$ cat src/srt_params.svh
// Purpose: constants of the status reporting tree
// Assumes: included by every file that needs offsets, resets or bit positions
// Notes: definitions only
`ifndef SRT_PARAMS_SVH
`define SRT_PARAMS_SVH

// ----------------------------------------
// scpi register parts
// ----------------------------------------
`define SRT_SCPI_WIDTH 16
`define SRT_SCPI_VALID_MASK 16'h7FFF
`define SRT_COND_RST 16'h0000
`define SRT_PTR_RST 16'h7FFF
`define SRT_NTR_RST 16'h0000
`define SRT_EVT_RST 16'h0000
`define SRT_ENA_RST 16'h0000

// ----------------------------------------
// event status register
// ----------------------------------------
`define SRT_ESR_RST 8'h80
`define SRT_ESR_VALID_MASK 8'hFD
`define SRT_ESE_RST 8'h00
`define SRT_ESR_OPC_BIT 0
`define SRT_ESR_QYE_BIT 2
`define SRT_ESR_DDE_BIT 3
`define SRT_ESR_EXE_BIT 4
`define SRT_ESR_CME_BIT 5
`define SRT_ESR_URQ_BIT 6

// ----------------------------------------
// status byte and its masks
// ----------------------------------------
`define SRT_SRE_RST 8'h00
`define SRT_SRE_VALID_MASK 8'hBF
`define SRT_PPE_RST 8'h00
`define SRT_STB_ERRQ_BIT 2
`define SRT_STB_QUES_BIT 3
`define SRT_STB_MAV_BIT 4
`define SRT_STB_ESB_BIT 5
`define SRT_STB_MSS_BIT 6
`define SRT_STB_OPER_BIT 7

`endif

$ cat src/srt_pkg.sv
// Purpose: types of the status reporting tree
// Assumes: nothing
// Notes: command unit and part selects of the remote command port
package srt_pkg;

  // ----------------------------------------
  // command target unit
  // ----------------------------------------
  typedef enum logic [1:0] {
    SRT_UNIT_COMMON = 2'h0,
    SRT_UNIT_OPER = 2'h1,
    SRT_UNIT_QUES = 2'h2
  } srt_unit_t;

  // ----------------------------------------
  // common command parts
  // ----------------------------------------
  typedef enum logic [2:0] {
    SRT_CMN_STB = 3'h0,
    SRT_CMN_SRE = 3'h1,
    SRT_CMN_PPE = 3'h2,
    SRT_CMN_ESR = 3'h3,
    SRT_CMN_ESE = 3'h4,
    SRT_CMN_IST = 3'h5
  } srt_cmn_part_t;

  // ----------------------------------------
  // scpi register parts
  // ----------------------------------------
  typedef enum logic [2:0] {
    SRT_PART_COND = 3'h0,
    SRT_PART_EVENT = 3'h1,
    SRT_PART_PTR = 3'h2,
    SRT_PART_NTR = 3'h3,
    SRT_PART_ENABLE = 3'h4
  } srt_scpi_part_t;

endpackage

$ cat src/srt_scpi_reg.sv
// Purpose: one five-part scpi status register with summary
// Assumes: condition inputs come from logic on clk_i
// Notes: top bit of every part is held at zero
`timescale 1ns/1ps
`include "srt_params.svh"

module srt_scpi_reg #(
  parameter int WIDTH = `SRT_SCPI_WIDTH
) (
  // clock and reset
  input wire logic clk_i,
  input wire logic rst_i,
  // live condition
  input wire logic [WIDTH-1:0] cond_i,
  // access
  input wire logic sel_i,
  input wire logic wr_i,
  input wire srt_pkg::srt_scpi_part_t part_i,
  input wire logic [WIDTH-1:0] wdata_i,
  output logic [WIDTH-1:0] rdata_o,
  output logic summary_o
);

  localparam logic [WIDTH-1:0] VALID = `SRT_SCPI_VALID_MASK;

  if (WIDTH != 16) begin : g_chk
    $error("srt_scpi_reg: WIDTH must be 16");
  end

  logic [WIDTH-1:0] cond_reg, ptr_reg, ntr_reg, event_reg, enable_reg;
  logic [WIDTH-1:0] cond_next, ptr_next, ntr_next, event_next, enable_next;
  logic [WIDTH-1:0] rise, fall;
  logic wr_ptr, wr_ntr, wr_ena, rd_event;

  // ----------------------------------------
  // access strobes
  // ----------------------------------------
  assign wr_ptr = sel_i && wr_i && (part_i == srt_pkg::SRT_PART_PTR);
  assign wr_ntr = sel_i && wr_i && (part_i == srt_pkg::SRT_PART_NTR);
  assign wr_ena = sel_i && wr_i && (part_i == srt_pkg::SRT_PART_ENABLE);
  assign rd_event = sel_i && !wr_i && (part_i == srt_pkg::SRT_PART_EVENT);

  // ----------------------------------------
  // next values
  // ----------------------------------------
  assign cond_next = cond_i & VALID; // see
  assign rise = cond_next & ~cond_reg & ptr_reg;
  assign fall = ~cond_next & cond_reg & ntr_reg;
  // set wins over read clear
  assign event_next = ((rd_event ? '0 : event_reg) | rise | fall) & VALID;
  assign ptr_next = wr_ptr ? (wdata_i & VALID) : ptr_reg;
  assign ntr_next = wr_ntr ? (wdata_i & VALID) : ntr_reg;
  assign enable_next = wr_ena ? (wdata_i & VALID) : enable_reg;

  always_ff @(posedge clk_i) begin
    if (rst_i) begin
      cond_reg <= `SRT_COND_RST;
      ptr_reg <= `SRT_PTR_RST;
      ntr_reg <= `SRT_NTR_RST;
      event_reg <= `SRT_EVT_RST;
      enable_reg <= `SRT_ENA_RST;
    end else begin
      cond_reg <= cond_next;
      ptr_reg <= ptr_next;
      ntr_reg <= ntr_next;
      event_reg <= event_next;
      enable_reg <= enable_next;
    end
  end

  // ----------------------------------------
  // read data and summary
  // ----------------------------------------
  always_comb begin
    if (part_i == srt_pkg::SRT_PART_COND) begin
      rdata_o = cond_reg;
    end else if (part_i == srt_pkg::SRT_PART_EVENT) begin
      rdata_o = event_reg;
    end else if (part_i == srt_pkg::SRT_PART_PTR) begin
      rdata_o = ptr_reg;
    end else if (part_i == srt_pkg::SRT_PART_NTR) begin
      rdata_o = ntr_reg;
    end else if (part_i == srt_pkg::SRT_PART_ENABLE) begin
      rdata_o = enable_reg;
    end else begin
      rdata_o = '0;
    end
  end

  assign summary_o = |(event_reg & enable_reg);

endmodule // srt_scpi_reg

$ cat src/srt_event_status.sv
// Purpose: event status register with its enable mask
// Assumes: event inputs are one-cycle pulses on clk_i
// Notes: power-on bit is set by reset itself
`timescale 1ns/1ps
`include "srt_params.svh"

module srt_event_status (
  // clock and reset
  input wire logic clk_i,
  input wire logic rst_i,
  // events
  input wire logic [7:0] event_i,
  // access
  input wire logic rd_clr_i,
  input wire logic ese_wr_i,
  input wire logic [7:0] wdata_i,
  output logic [7:0] esr_o,
  output logic [7:0] ese_o,
  output logic summary_o
);

  logic [7:0] esr_reg, ese_reg;
  logic [7:0] esr_next, ese_next;

  // ----------------------------------------
  // latch and enable
  // ----------------------------------------
  // set wins over read clear; bit 1 stays zero
  assign esr_next = ((rd_clr_i ? 8'h00 : esr_reg) | event_i) & `SRT_ESR_VALID_MASK;
  assign ese_next = ese_wr_i ? wdata_i : ese_reg;

  always_ff @(posedge clk_i) begin
    if (rst_i) begin
      esr_reg <= `SRT_ESR_RST;
      ese_reg <= `SRT_ESE_RST;
    end else begin
      esr_reg <= esr_next;
      ese_reg <= ese_next;
    end
  end

  assign esr_o = esr_reg;
  assign ese_o = ese_reg;
  assign summary_o = |(esr_reg & ese_reg);

endmodule // srt_event_status

$ cat src/srt_status_tree.sv
// Purpose: status byte, service request and parallel poll flag of an instrument
// Assumes: all status inputs come from logic on clk_i; one command per cycle at most
// Notes: command port stands for the common and status commands of the remote interface
`timescale 1ns/1ps
`include "srt_params.svh"

// How it works
// each scpi register has five 16-bit parts sharing bit positions
// bit 15 of every scpi part always reads zero
// condition part mirrors live inputs, ignores writes, read changes nothing
// rising condition bit sets event bit only where rising filter is one
// falling condition bit sets event bit only where falling filter is one
// both filters are read-write and reading keeps them
// event bits latch transitions, set by logic only, cleared after read
// summary is the or of event bits anded with enable bits
// enable part is read-write and reading clears nothing
// each summary feeds a condition bit of the next level up
// status byte bit 6 is the master summary of the others
// service request mask ignores bit 6; enabled rising bit raises request
// status byte bits 0 and 1 read zero; bit 2 means errors queued
// status byte bit 3 is the questionable register summary
// status byte bit 4 shows response data waiting in output buffer
// status byte bit 5 is masked event status summary
// status byte bit 7 is the operation register summary
// individual status flag is or of status byte bits anded with parallel poll mask
// controller polls completion with event enable bit 0 and status queries
// controller restores its timeout and clears the interrupted-query error; poll_done restores wait_lim but sends no clear of its own
// event status bit 0 operation complete, 5 command error, 7 power-on
// summaries are combinational from registered state, visible next cycle
module srt_status_tree #(
  parameter int WIDTH = `SRT_SCPI_WIDTH
) (
  // clock and reset
  input wire logic clk_i,
  input wire logic rst_i,
  // scpi condition inputs
  input wire logic [WIDTH-1:0] oper_cond_i,
  input wire logic [WIDTH-1:0] ques_cond_i,
  // event status pulses
  input wire logic op_complete_i,
  input wire logic query_error_i,
  input wire logic device_error_i,
  input wire logic exec_error_i,
  input wire logic cmd_error_i,
  input wire logic user_request_i,
  // queue levels
  input wire logic err_queue_busy_i,
  input wire logic msg_avail_i,
  // command port
  input wire logic cmd_valid_i,
  input wire logic cmd_write_i,
  input wire srt_pkg::srt_unit_t cmd_unit_i,
  input wire logic [2:0] cmd_part_i,
  input wire logic [WIDTH-1:0] cmd_wdata_i,
  // response
  output logic rsp_valid_o,
  output logic [WIDTH-1:0] rsp_data_o,
  // status outputs
  output logic [7:0] stb_o,
  output logic srq_o,
  output logic ist_o
);

  if (WIDTH != 16) begin : g_chk
    $error("srt_status_tree: WIDTH must be 16");
  end

  // ----------------------------------------
  // declarations
  // ----------------------------------------
  logic [7:0] sre_reg, sre_next;
  logic [7:0] ppe_reg, ppe_next;
  logic [7:0] srq_arm_reg;
  logic srq_reg, srq_next;
  logic [7:0] stb_reg;
  logic ist_reg;
  logic rsp_valid_reg;
  logic [WIDTH-1:0] rsp_data_reg, rsp_data_next;

  logic sel_common, sel_oper, sel_ques;
  logic rd_common;
  srt_pkg::srt_cmn_part_t cmn_part;
  srt_pkg::srt_scpi_part_t scpi_part;
  logic wr_sre, wr_ppe, wr_ese, rd_esr;

  logic [WIDTH-1:0] oper_rdata, ques_rdata;
  logic oper_sum, ques_sum;
  logic [7:0] esr_val, ese_val, esr_events;
  logic esb_sum;

  logic [7:0] stb_base, stb_full, srq_cand;
  logic mss, srq_rise, ist_now;

  // ----------------------------------------
  // command decode
  // ----------------------------------------
  assign cmn_part = srt_pkg::srt_cmn_part_t'(cmd_part_i);
  assign scpi_part = srt_pkg::srt_scpi_part_t'(cmd_part_i);
  assign sel_common = cmd_valid_i && (cmd_unit_i == srt_pkg::SRT_UNIT_COMMON);
  assign sel_oper = cmd_valid_i && (cmd_unit_i == srt_pkg::SRT_UNIT_OPER);
  assign sel_ques = cmd_valid_i && (cmd_unit_i == srt_pkg::SRT_UNIT_QUES);
  assign rd_common = sel_common && !cmd_write_i;
  assign wr_sre = sel_common && cmd_write_i && (cmn_part == srt_pkg::SRT_CMN_SRE);
  assign wr_ppe = sel_common && cmd_write_i && (cmn_part == srt_pkg::SRT_CMN_PPE);
  assign wr_ese = sel_common && cmd_write_i && (cmn_part == srt_pkg::SRT_CMN_ESE);
  assign rd_esr = rd_common && (cmn_part == srt_pkg::SRT_CMN_ESR);

  // ----------------------------------------
  // scpi status registers
  // ----------------------------------------

  srt_scpi_reg #(
    .WIDTH(WIDTH)
  ) u_oper (
    .clk_i(clk_i),
    .rst_i(rst_i),
    .cond_i(oper_cond_i),
    .sel_i(sel_oper),
    .wr_i(cmd_write_i),
    .part_i(scpi_part),
    .wdata_i(cmd_wdata_i),
    .rdata_o(oper_rdata),
    .summary_o(oper_sum)
  );

  srt_scpi_reg #(
    .WIDTH(WIDTH)
  ) u_ques (
    .clk_i(clk_i),
    .rst_i(rst_i),
    .cond_i(ques_cond_i),
    .sel_i(sel_ques),
    .wr_i(cmd_write_i),
    .part_i(scpi_part),
    .wdata_i(cmd_wdata_i),
    .rdata_o(ques_rdata),
    .summary_o(ques_sum)
  );

  // ----------------------------------------
  // event status register
  // ----------------------------------------
  always_comb begin
    esr_events = 8'h00;
    esr_events[`SRT_ESR_OPC_BIT] = op_complete_i;
    esr_events[`SRT_ESR_QYE_BIT] = query_error_i;
    esr_events[`SRT_ESR_DDE_BIT] = device_error_i;
    esr_events[`SRT_ESR_EXE_BIT] = exec_error_i;
    esr_events[`SRT_ESR_CME_BIT] = cmd_error_i;
    esr_events[`SRT_ESR_URQ_BIT] = user_request_i;
  end

  srt_event_status u_esr (
    .clk_i(clk_i),
    .rst_i(rst_i),
    .event_i(esr_events),
    .rd_clr_i(rd_esr),
    .ese_wr_i(wr_ese),
    .wdata_i(cmd_wdata_i[7:0]),
    .esr_o(esr_val),
    .ese_o(ese_val),
    .summary_o(esb_sum)
  );

  // ----------------------------------------
  // status byte assembly
  // ----------------------------------------
  // summaries climb into the status byte as its condition bits
  always_comb begin
    stb_base = 8'h00;
    stb_base[`SRT_STB_ERRQ_BIT] = err_queue_busy_i;
    stb_base[`SRT_STB_QUES_BIT] = ques_sum; // see
    stb_base[`SRT_STB_MAV_BIT] = msg_avail_i;
    stb_base[`SRT_STB_ESB_BIT] = esb_sum; // see
    stb_base[`SRT_STB_OPER_BIT] = oper_sum; // see
  end

  // request candidates exclude bit 6 by the mask itself
  assign srq_cand = stb_base & sre_reg;
  assign mss = |srq_cand; // see
  assign stb_full = stb_base | ({7'h00, mss} << `SRT_STB_MSS_BIT);
  assign srq_rise = |(srq_cand & ~srq_arm_reg);
  // set wins; request drops once no enabled bit remains
  assign srq_next = srq_rise || (srq_reg && mss);
  assign ist_now = |(stb_full & ppe_reg); // see

  // ----------------------------------------
  // mask registers
  // ----------------------------------------
  assign sre_next = wr_sre ? (cmd_wdata_i[7:0] & `SRT_SRE_VALID_MASK) : sre_reg;
  assign ppe_next = wr_ppe ? cmd_wdata_i[7:0] : ppe_reg;

  always_ff @(posedge clk_i) begin
    if (rst_i) begin
      sre_reg <= `SRT_SRE_RST;
      ppe_reg <= `SRT_PPE_RST;
    end else begin
      sre_reg <= sre_next;
      ppe_reg <= ppe_next;
    end
  end

  // ----------------------------------------
  // service request and flags
  // ----------------------------------------
  always_ff @(posedge clk_i) begin
    if (rst_i) begin
      srq_arm_reg <= 8'h00;
      srq_reg <= 1'b0;
      stb_reg <= 8'h00;
      ist_reg <= 1'b0;
    end else begin
      srq_arm_reg <= srq_cand;
      srq_reg <= srq_next;
      stb_reg <= stb_full;
      ist_reg <= ist_now;
    end
  end

  // ----------------------------------------
  // response mux
  // ----------------------------------------
  always_comb begin
    rsp_data_next = '0;
    if (cmd_write_i) begin
      rsp_data_next = '0;
    end else if (sel_oper) begin
      rsp_data_next = oper_rdata;
    end else if (sel_ques) begin
      rsp_data_next = ques_rdata;
    end else if (rd_common && cmn_part == srt_pkg::SRT_CMN_STB) begin
      rsp_data_next = {8'h00, stb_full};
    end else if (rd_common && cmn_part == srt_pkg::SRT_CMN_SRE) begin
      rsp_data_next = {8'h00, sre_reg};
    end else if (rd_common && cmn_part == srt_pkg::SRT_CMN_PPE) begin
      rsp_data_next = {8'h00, ppe_reg};
    end else if (rd_esr) begin
      rsp_data_next = {8'h00, esr_val};
    end else if (rd_common && cmn_part == srt_pkg::SRT_CMN_ESE) begin
      rsp_data_next = {8'h00, ese_val};
    end else if (rd_common && cmn_part == srt_pkg::SRT_CMN_IST) begin
      rsp_data_next = {15'h0000, ist_now};
    end else begin
      rsp_data_next = '0;
    end
  end

  always_ff @(posedge clk_i) begin
    if (rst_i) begin
      rsp_valid_reg <= 1'b0;
      rsp_data_reg <= '0;
    end else begin
      rsp_valid_reg <= cmd_valid_i;
      rsp_data_reg <= rsp_data_next;
    end
  end

  // ----------------------------------------
  // outputs
  // ----------------------------------------
  assign rsp_valid_o = rsp_valid_reg;
  assign rsp_data_o = rsp_data_reg;
  assign stb_o = stb_reg;
  assign srq_o = srq_reg;
  assign ist_o = ist_reg;

endmodule // srt_status_tree

$ cat config.mk
export PLATFORM = sky130hd
export DESIGN_NAME = srt_status_tree
export DESIGN_NICKNAME = d
export VERILOG_FILES = /design/src/srt_pkg.sv /design/src/srt_scpi_reg.sv /design/src/srt_event_status.sv /design/src/srt_status_tree.sv
export VERILOG_INCLUDE_DIRS = /design/src
export SDC_FILE = /design/constraint.sdc
export NUM_CORES = 1
export LEC_CHECK = 0
export BUFFER_PORTS_ARGS = -buffer_cell sky130_fd_sc_hd__buf_2
export CAP_MARGIN = 20
export CORE_UTILIZATION = 45
export CTS_CLUSTER_SIZE = 12
export DETAILED_ROUTE_END_ITERATION = 12
export GPL_TIMING_DRIVEN = 0
export PLACE_DENSITY = 0.6
export SYNTH_ARGS = -nofsm -noshare
export SYNTH_HDL_FRONTEND = slang
export SYNTH_SLANG_ARGS = --single-unit
export TNS_END_PERCENT = 50
$ cat constraint.sdc
create_clock -name clk_i -period 5.25 [get_ports clk_i]
set_input_delay 0.525 -clock clk_i [delete_from_list [all_inputs] [get_ports clk_i]]
set_output_delay 0.525 -clock clk_i [all_outputs]
set_load 0.005 [all_outputs]
==> results_dict.tcl, run 1 <==
set metrics [dict create \
    num_rows 51 \
    drv_slew 0 \
    cts_resized 0 \
    rr_startpoint "u_oper.event_reg[10]" \
    area_delta_synth_final_pct 15.8 \
    cts_tree "built" \
    route.vias.total 8705 \
    setup_viol 0 \
    setup_slack_ps 2690 \
    drive_above_1_share_pct 13.3 \
    overflow 0 \
    hold_violations 0 \
    viasPerCell 5.92 \
    synth_common_cells "dfxtp_1, nand2_1, a21oi_1" \
    clk_transition_reported_paths_ps 60 \
    dp_hpwl_mm 23.2 \
    grt_setup_unrepaired "no" \
    worstSkewPairLatency_ps 520 \
    cap_violations 0 \
    wl_per_cell_um 22.5 \
    io_pins 92 \
    die_h_um 144 \
    synthArstFlopShare_pct 0 \
    power.leakage_nw 3.90 \
    holdBufCountCts 0 \
    yosysMostFrequentCell "dfxtp_1" \
    place_area_um2 9820 \
    cts.sinks 209 \
    synth_area_leaders "dfxtp_1, nand2_1, a21oi_1, nor2b_1, mux2i_1" \
    wirelength_mm 33.2 \
    grt_pass1_vias 8110 \
    hold_path_end "u_esr.esr_o[3]" \
    fin_nets 1256 \
    synth.avg_cell_area_um2 8.37 \
    port_buffers 76 \
    synth_flop_cell "dfxtp_1" \
    postRouteAntennaNets 0 \
    cts_buffers 23 \
    critPathArrivalTime_ps 3010 \
    grt_max_degree 13 \
    r2r_slack_ps 2800 \
    r2r_end "rsp_data_o[7]" \
    clock_path_buffers 3 \
    synth_warnings 0 \
    max-slew-margin-rel_pct 35.6 \
    vdd_drop_max_mv 0.219 \
    start_util_pct 46.3 \
    final_util_pct 53.6 \
    post-route-min-period_ps 2560 \
    synth_top_area_share_pct 46.0 \
    hp-class "in2reg" \
    drcViolationCount 0 \
    finalNonFillerCells 1471 \
    yosys.area.top_type "dfxtp_1" \
    finalInstanceArea_um2 10500 \
    synth_area_um2 9100 \
    power_density_nw_per_um2 335 \
    die-area_um2 20800 \
    critPathLaunchType "input pin" \
    min-delay-start "device_error_i" \
    critical_path_class "in2reg" \
    diodes 0 \
    hold_depth 3 \
    clock_skew_ps 12.7 \
    hold_ws_ps 216 \
    fin_setup_tns_ps 0 \
    htreeDepth 1 \
    max_freq_mhz 390 \
    grt_pass1_wl_mm 49.7 \
    power_mw 3.53 \
    grt_use_total_pct 32.7 \
    post-place-ws_ps 2370 \
    cts_setup_buffers 0 \
    core_area_um2 19700 \
    tightest_slew_ps 966 \
    first_pass_iters 7 \
    first_iter_violations 890 \
    antenna_found_initial 0 \
    synth_edf_count 0 \
    worstPathRequired_ps 5700 \
    status "finished, final reports clean" \
    ys_types 50 \
    min_period_over_period_pct 48.8 \
    gp_congestion 0.974 \
    endpoint_kind "flop" \
    reg2reg_depth 6 \
    synth_cells 1088 \
    seq_area_frac_synth_pct 46.0 \
    die-width_um 144 \
    crit_fanout 10 \
    placed_cells 1431 \
    ys_ff_latch 209 \
    root_buffer "clkbuf_16" \
]
## how the worst max path moves through the flow
stage                                     end     startpoint  slack, ps  depth (start not counted)
after CTS                       rsp_data_o[6]  cmd_part_i[1]       2890                          7
after global routing            rsp_data_o[5]  cmd_part_i[1]       2730                          7
final                           rsp_data_o[6]  cmd_part_i[1]       2690                          7
after detailed placement        rsp_data_o[6]  cmd_part_i[1]       2370                          7
after global placement          rsp_data_o[6]  cmd_part_i[1]       2360                          7
after floorplan           u_ques.event_reg[4]  cmd_unit_i[0]       3270                          8
## layout by cell type, fill, tap and decap left out, types with 32 or more instances in the layout
cell type,synthesis,final
nor2b_1,79,79
o22ai_1,32,32
clkbuf_1,49,56
mux2i_1,34,34
nand2_1,189,189
nor2_1,77,77
o21ai_0,51,51
buf_2,24,100
a21oi_1,134,134
dfxtp_1,209,209
## final cells by class
cell class	count	area (um2)
Fill cell	1959	9110
Multi-Input combinational cell	790	4530
Sequential cell	209	4180
Clock buffer	34	657
Timing Repair Buffer	76	380
Buffer	84	368
Tap cell	265	332
Clock inverter	6	58.8
Inverter	7	26.3
## power breakdown
| group | leakage [nW] | internal, mW | switching (mW) |
|---|---|---|---|
| Clock | 0.355 | 0.912 | 0.657 |
| Sequential | 1.71 | 1.63 | 0.0375 |
| Combinational | 1.84 | 0.101 | 0.197 |
| Total | 3.90 | 2.64 | 0.892 |
## per-layer routing
metal / GRT usage (%) / vias to the layer above / wire length [um]
li1: - / 4026 / -
met1: 44.7 / 4121 / 14200
met2: 50.4 / 468 / 14500
met3: 6.09 / 90 / 3150
met4: 13.7 / 0 / 1320
met5: 0 / - / 0
## critical path, cell delays in order
cell	delay, ps
buf_2	140
buf_2	230
nor3_1	730
clkbuf_1	630
nand2_1	150
a31oi_1	400
o21a_1	210
## logic make-up (layout without fill, tap and decap cells)
group / after synthesis / count (layout) / share of synthesized area, %
flip-flops: 209 / 209 / 46.0
other: 1 / 3 / 0.0412
multiplexers: 41 / 41 / 5.35
AND/OR/NAND/NOR: 415 / 415 / 21.6
AO/OA/AOI/OAI: 331 / 331 / 22.7
buffers and inverters: 91 / 207 / 4.33
Note: power is estimated with default switching activity, not from simulation.
==> run 2, diff against run 1 <==
- ABC_AREA: unset -> 1
- clock period: 5.25 -> 2.4 ns (I/O delays scaled with it)
==> results_dict.tcl, run 2 <==
set metrics [dict create \
    worstSkewPairLatency_ps 520 \
    grt_pass1_wl_mm 47.8 \
    seq_area_frac_synth_pct 47.2 \
    fin_setup_tns_ps 0 \
    postRouteAntennaNets 0 \
    regArea_um2 4180 \
    cts_setup_buffers 0 \
    ys_ff_latch 209 \
    hold_ws_ps 28.4 \
    max-slew-margin-rel_pct 39.5 \
    power.share.clock_pct 47.5 \
    port_buffers 77 \
    grt_max_degree 13 \
    diodes 0 \
    p_sw_mw 1.92 \
    endpoint_kind "flop" \
    grt_setup_unrepaired "no" \
    power.share.combinational_pct 7.4 \
    finalNonFillerCells 1659 \
    clk_transition_reported_paths_ps 60 \
    num_rows 50 \
    clock_skew_ps 17.0 \
    vdd_drop_max_mv 0.473 \
    hold_violations 0 \
    io_pins 92 \
    tightest_slew_ps 908 \
    power.leakage_nw 4.69 \
    cts.sinks 209 \
    synth_cells 1239 \
    yosys.area.top_type "dfxtp_1" \
    wirelength_mm 31.4 \
    intPower_mw 6.15 \
    ys_types 35 \
    synth_top_area_share_pct 47.2 \
    viasPerCell 5.45 \
    multi_input_area_um2 3970 \
    r2r_slack_ps 400 \
    finalInstanceArea_um2 10800 \
    dp_hpwl_mm 22.0 \
    wl_per_cell_um 18.9 \
    area_delta_synth_final_pct 21.7 \
    die_h_um 142 \
    crit_fanout 10 \
    drive_above_1_share_pct 13.0 \
    drcViolationCount 0 \
    synth_area_leaders "dfxtp_1, nand2_1, nor2_1, o21ai_0, nand3_1" \
    power_density_nw_per_um2 748 \
    min_period_over_period_pct 85.7 \
    swShare_pct 23.8 \
    cts_tree "built" \
    setup_viol 0 \
    first_pass_iters 5 \
    synth_area_um2 8870 \
    cts_buffers 24 \
    critPathArrivalTime_ps 2460 \
    synth_edf_count 0 \
    placed_cells 1578 \
    place_area_um2 9590 \
    die-area_um2 20300 \
    synth.avg_cell_area_um2 7.16 \
    synth_flop_cell "dfxtp_1" \
    synthArstFlopShare_pct 0 \
    seq_power_share_pct 45.1 \
    critical_path_class "in2reg" \
    fin_nets 1446 \
    gp_congestion 0.931 \
    grt_pass1_vias 8197 \
    htreeDepth 1 \
    critPathLaunchType "input pin" \
    start_util_pct 46.7 \
    hp-class "in2reg" \
    die-width_um 142 \
    drv_slew 0 \
    clock_path_buffers 3 \
    cap_violations 0 \
    fillers 1938 \
    core_area_um2 19000 \
    status "finished, final reports clean" \
    antenna_found_initial 0 \
    root_buffer "clkbuf_16" \
    synth_common_cells "nand2_1, dfxtp_1, nor2_1" \
    max_freq_mhz 486 \
    post-route-min-period_ps 2060 \
    worstPathRequired_ps 2800 \
    overflow 0 \
    route.vias.total 9036 \
    power_mw 8.07 \
    synth_warnings 0 \
    final_common_cell "nand2_1" \
    yosysMostFrequentCell "nand2_1" \
    final_cell_mix "nand2_1, dfxtp_1, nor2_1" \
    first_iter_violations 907 \
    grt_use_total_pct 31.5 \
]
[run 2: cell types whose count changed in the layout (fill, tap and decap cells not counted), moves of 60 or more]
cell,before,now
nor2_1,77,201
inv_1,6,98
nor2b_1,79,0
nand3_1,14,87
nand2_1,189,259
a21oi_1,134,74
[run 2: worst paths after layout]
path,startpoint,depth (start not counted),endpoint
setup / recovery,cmd_part_i[0],9,rsp_data_o[7]
hold / removal,cmd_valid_i,3,rsp_valid_o
setup reg to reg,u_oper.event_reg[10],12,rsp_data_o[0]
hold reg to reg,u_ques.enable_reg[14],2,u_ques.enable_reg[14]
[run 2: stage by stage]
| step | setup WS (ps) | util (%) |
|---|---|---|
| 3_3_place_gp | -101 | 50.4 |
| 4_1_cts | 207 | 56.8 |
| 3_5_place_dp | -142 | 50.4 |
| 2_1_floorplan | 983 | - |
| 5_1_grt | 196 | 56.8 |
| 6_report | 342 | 56.8 |
[run 2: cells by family after synthesis]
group,share of synthesized area [%]
and+or+nand+nor,27.6
AOI/OAI and AO/OA,17.0
DFF,47.2
buffers and inverters,8.18
other,0.0423
[run 2: routing by layer]
layer	vias to the layer above	share of wire, %	global-route usage, %
li1	4363	-	-
met1	4224	44	43.6
met2	388	45	50.3
met3	61	8.3	4.51
met4	0	3.0	9.85
met5	-	0	0
[run 2: timing repair]
item	CTS	global route
hold endpoints to repair	37	0
endpoints found under the setup margin	0	2
hold buffers	37	0
gates resized for setup	0	1
[run 2: power groups by stage]
stage               Clock, mW  Combinational, mW  Sequential (mW)
floorplan                   0              0.299             3.69
global placement            0              0.529             3.71
detailed placement          0              0.536             3.71
CTS                      3.87              0.583             3.64
global route             4.01              0.648             3.65
finish                   3.84              0.595             3.64
[run 2: area by class of cell]
type / count / area share (%)
Sequential cell: 209 / 38.8
Multi-Input combinational cell: 851 / 36.8
Timing Repair Buffer: 114 / 7.00
Clock buffer: 37 / 6.68
Inverter: 118 / 4.10
Tap cell: 260 / 3.01
Buffer: 63 / 2.62
Clock inverter: 7 / 1.04
[run 2: worst max-delay path: stages]
cell and delay (ps):
buf_2 140, nor2_1 150, inv_1 60, nor2_1 350, inv_2 210, clkbuf_1 440
o211ai_1 460, nand2_1 100, a31oi_1 300
==> run 3, diff against run 2 <==
- CORE_ASPECT_RATIO: unset -> 0.8
==> results_dict.tcl, run 3 (same netlist as run 2, synthesis figures left out) <==
set metrics [dict create \
    status "finished, final reports clean" \
    root_buffer "clkbuf_16" \
    critPathLaunchType "flop" \
    power.share.clock_pct 44.7 \
    first_pass_iters 5 \
    route.vias.total 8903 \
    diodes 0 \
    setup_viol 0 \
    finalInstanceArea_um2 10700 \
    worstPathRequired_ps 2780 \
    cap_violations 0 \
    antenna_found_initial 0 \
    fin_nets 1445 \
    grt_pass1_wl_mm 48.0 \
    drv_slew 0 \
    min_period_over_period_pct 88.0 \
    wirelength_mm 31.4 \
    wl_per_cell_um 19.1 \
    max-slew-margin-rel_pct 36.2 \
    grt_use_total_pct 31.2 \
    endpoint_kind "flop" \
    area_delta_synth_final_pct 20.3 \
    grt_setup_unrepaired "no" \
    critPathTopFamily "simple AND/OR/NAND/NOR gates" \
    postRouteAntennaNets 0 \
    final_common_cell "nand2_1" \
    hp-class "in2reg" \
    use_met3_pct 7.24 \
    cpPeakStageDelay_ps 380 \
    critical_path_class "reg2reg" \
    post-route-min-period_ps 2110 \
    clk_transition_reported_paths_ps 60 \
    power.share.combinational_pct 7.8 \
    cts_tree "built" \
    fillers 1873 \
    cts.sinks 209 \
    critPathArrivalTime_ps 2490 \
    first_iter_violations 1222 \
    post-place-ws_ps -44.9 \
    seq_power_share_pct 47.5 \
    worstSkewPairLatency_ps 520 \
    setup_slack_ps 289 \
    crit_fanout 4 \
    grt_max_degree 13 \
    viasPerCell 5.41 \
    met1_usage_pct 45.6 \
    tightest_slew_ps 956 \
    drive_above_1_share_pct 12.5 \
    crit_buf_inv 0 \
    gp_congestion 0.969 \
    crit_chain "nand2_1, nand2_1, nor2_1, nand2_1, o21ai_1, nand3_1, nand2_1, nand2_1, nand2_1, nand4_1, nand2_1, a21oi_1" \
    vdd_drop_max_mv 0.481 \
    grt-busiest-layer "met1" \
    overflow 0 \
    cts_buffers 22 \
    grt_pass1_vias 8243 \
    die-area_um2 20300 \
    die-width_um 159 \
    final_cell_mix "nand2_1, dfxtp_1, nor2_1" \
    path_common_cell "nand2_1" \
    port_buffers 77 \
    place_area_um2 9590 \
    crit_slowest_cell "o21ai_1" \
    io_pins 92 \
    clock_path_buffers 3 \
    intPower_mw 5.82 \
    hold_ws_ps 59.6 \
    max_freq_mhz 474 \
    power.leakage_nw 4.63 \
    hold_violations 0 \
    htreeDepth 1 \
    core_area_um2 19100 \
    die_h_um 128 \
    start_util_pct 46.4 \
    power_density_nw_per_um2 718 \
    drcViolationCount 0 \
    clock_skew_ps 15.2 \
    swShare_pct 24.0 \
    dp_hpwl_mm 22.3 \
    num_rows 45 \
    use_met2_pct 44.8 \
    p_sw_mw 1.84 \
]
run 3: cell types whose count changed in the layout (fill, tap and decap cells not counted), sizes merged:
cell,before,now
bufinv,3,2
clkbuf,73,66
clkinv,3,0
clkinvlp,1,0
dlygate4sd3,37,38
run 3: worst reg2reg max path: stages, from the launching register on:
cell	delay [ps]
dfxtp_1	330
nand2_1	100
nand2_1	50
nor2_1	100
nand2_1	150
o21ai_1	380
nand3_1	330
nand2_1	170
nand2_1	70
nand2_1	50
nand4_1	70
nand2_1	80
a21oi_1	90
run 3: layer usage:
| layer | part of all wire [%] | up-vias | wire length [um] |
|---|---|---|---|
| met5 | 0 | - | 0 |
| met4 | 2.7 | 0 | 860 |
| met3 | 11 | 67 | 3300 |
| met2 | 40 | 412 | 12500 |
| met1 | 47 | 4080 | 14700 |
| li1 | - | 4344 | - |
run 3: timing repair:
item / in CTS / in global routing
gates resized for setup: 0 / 1
hold buffers: 38 / 0
endpoints found under the setup margin: 0 / 1
endpoints found under the hold margin: 38 / 0
buffers inserted: 0 / 0
run 3: power by group through the flow:
stage          Combinational [mW]  Clock [mW]  Sequential, mW
6_report                    0.600        3.42            3.64
5_1_grt                     0.649        3.60            3.65
4_1_cts                     0.585        3.44            3.63
3_5_place_dp                0.536           0            3.71
3_3_place_gp                0.531           0            3.71
2_1_floorplan               0.299           0            3.69
run 3: stage by stage:
step / utilization [%] / std cells / setup TNS, ps / power [mW]
final: 55.7 / 1646 / 0 / 7.66
after global routing: 55.7 / 1646 / 0 / 7.89
after CTS: 55.7 / 1646 / 0 / 7.66
after detailed placement: 50.1 / 1576 / -76.4 / 4.25
after global placement: 50.1 / 1576 / -253 / 4.24
after floorplan: - / 1241 / 0 / 3.99
run 3: final timing paths:
kind | to | slack (ps) | cells past startpoint | startpoint
worst max-delay path | rsp_data_o[0] | 290 | 12 | u_oper.event_reg[14]
worst min register to register | sre_reg[1] | 470 | 2 | sre_reg[1]
worst max register to register | rsp_data_o[0] | 290 | 12 | u_oper.event_reg[14]
worst min-delay path | rsp_valid_o | 60 | 3 | cmd_valid_i
run 3: final cells by class:
| type | count | area [um2] | share of cell area [%] |
|---|---|---|---|
| Tap cell | 258 | 323 | 3.02 |
| Inverter | 118 | 443 | 4.15 |
| Sequential cell | 209 | 4180 | 39.2 |
| Clock buffer | 30 | 642 | 6.01 |
| Timing Repair Buffer | 115 | 766 | 7.18 |
| Buffer | 63 | 283 | 2.65 |
| Multi-Input combinational cell | 851 | 3970 | 37.2 |
| Clock inverter | 2 | 60.1 | 0.563 |
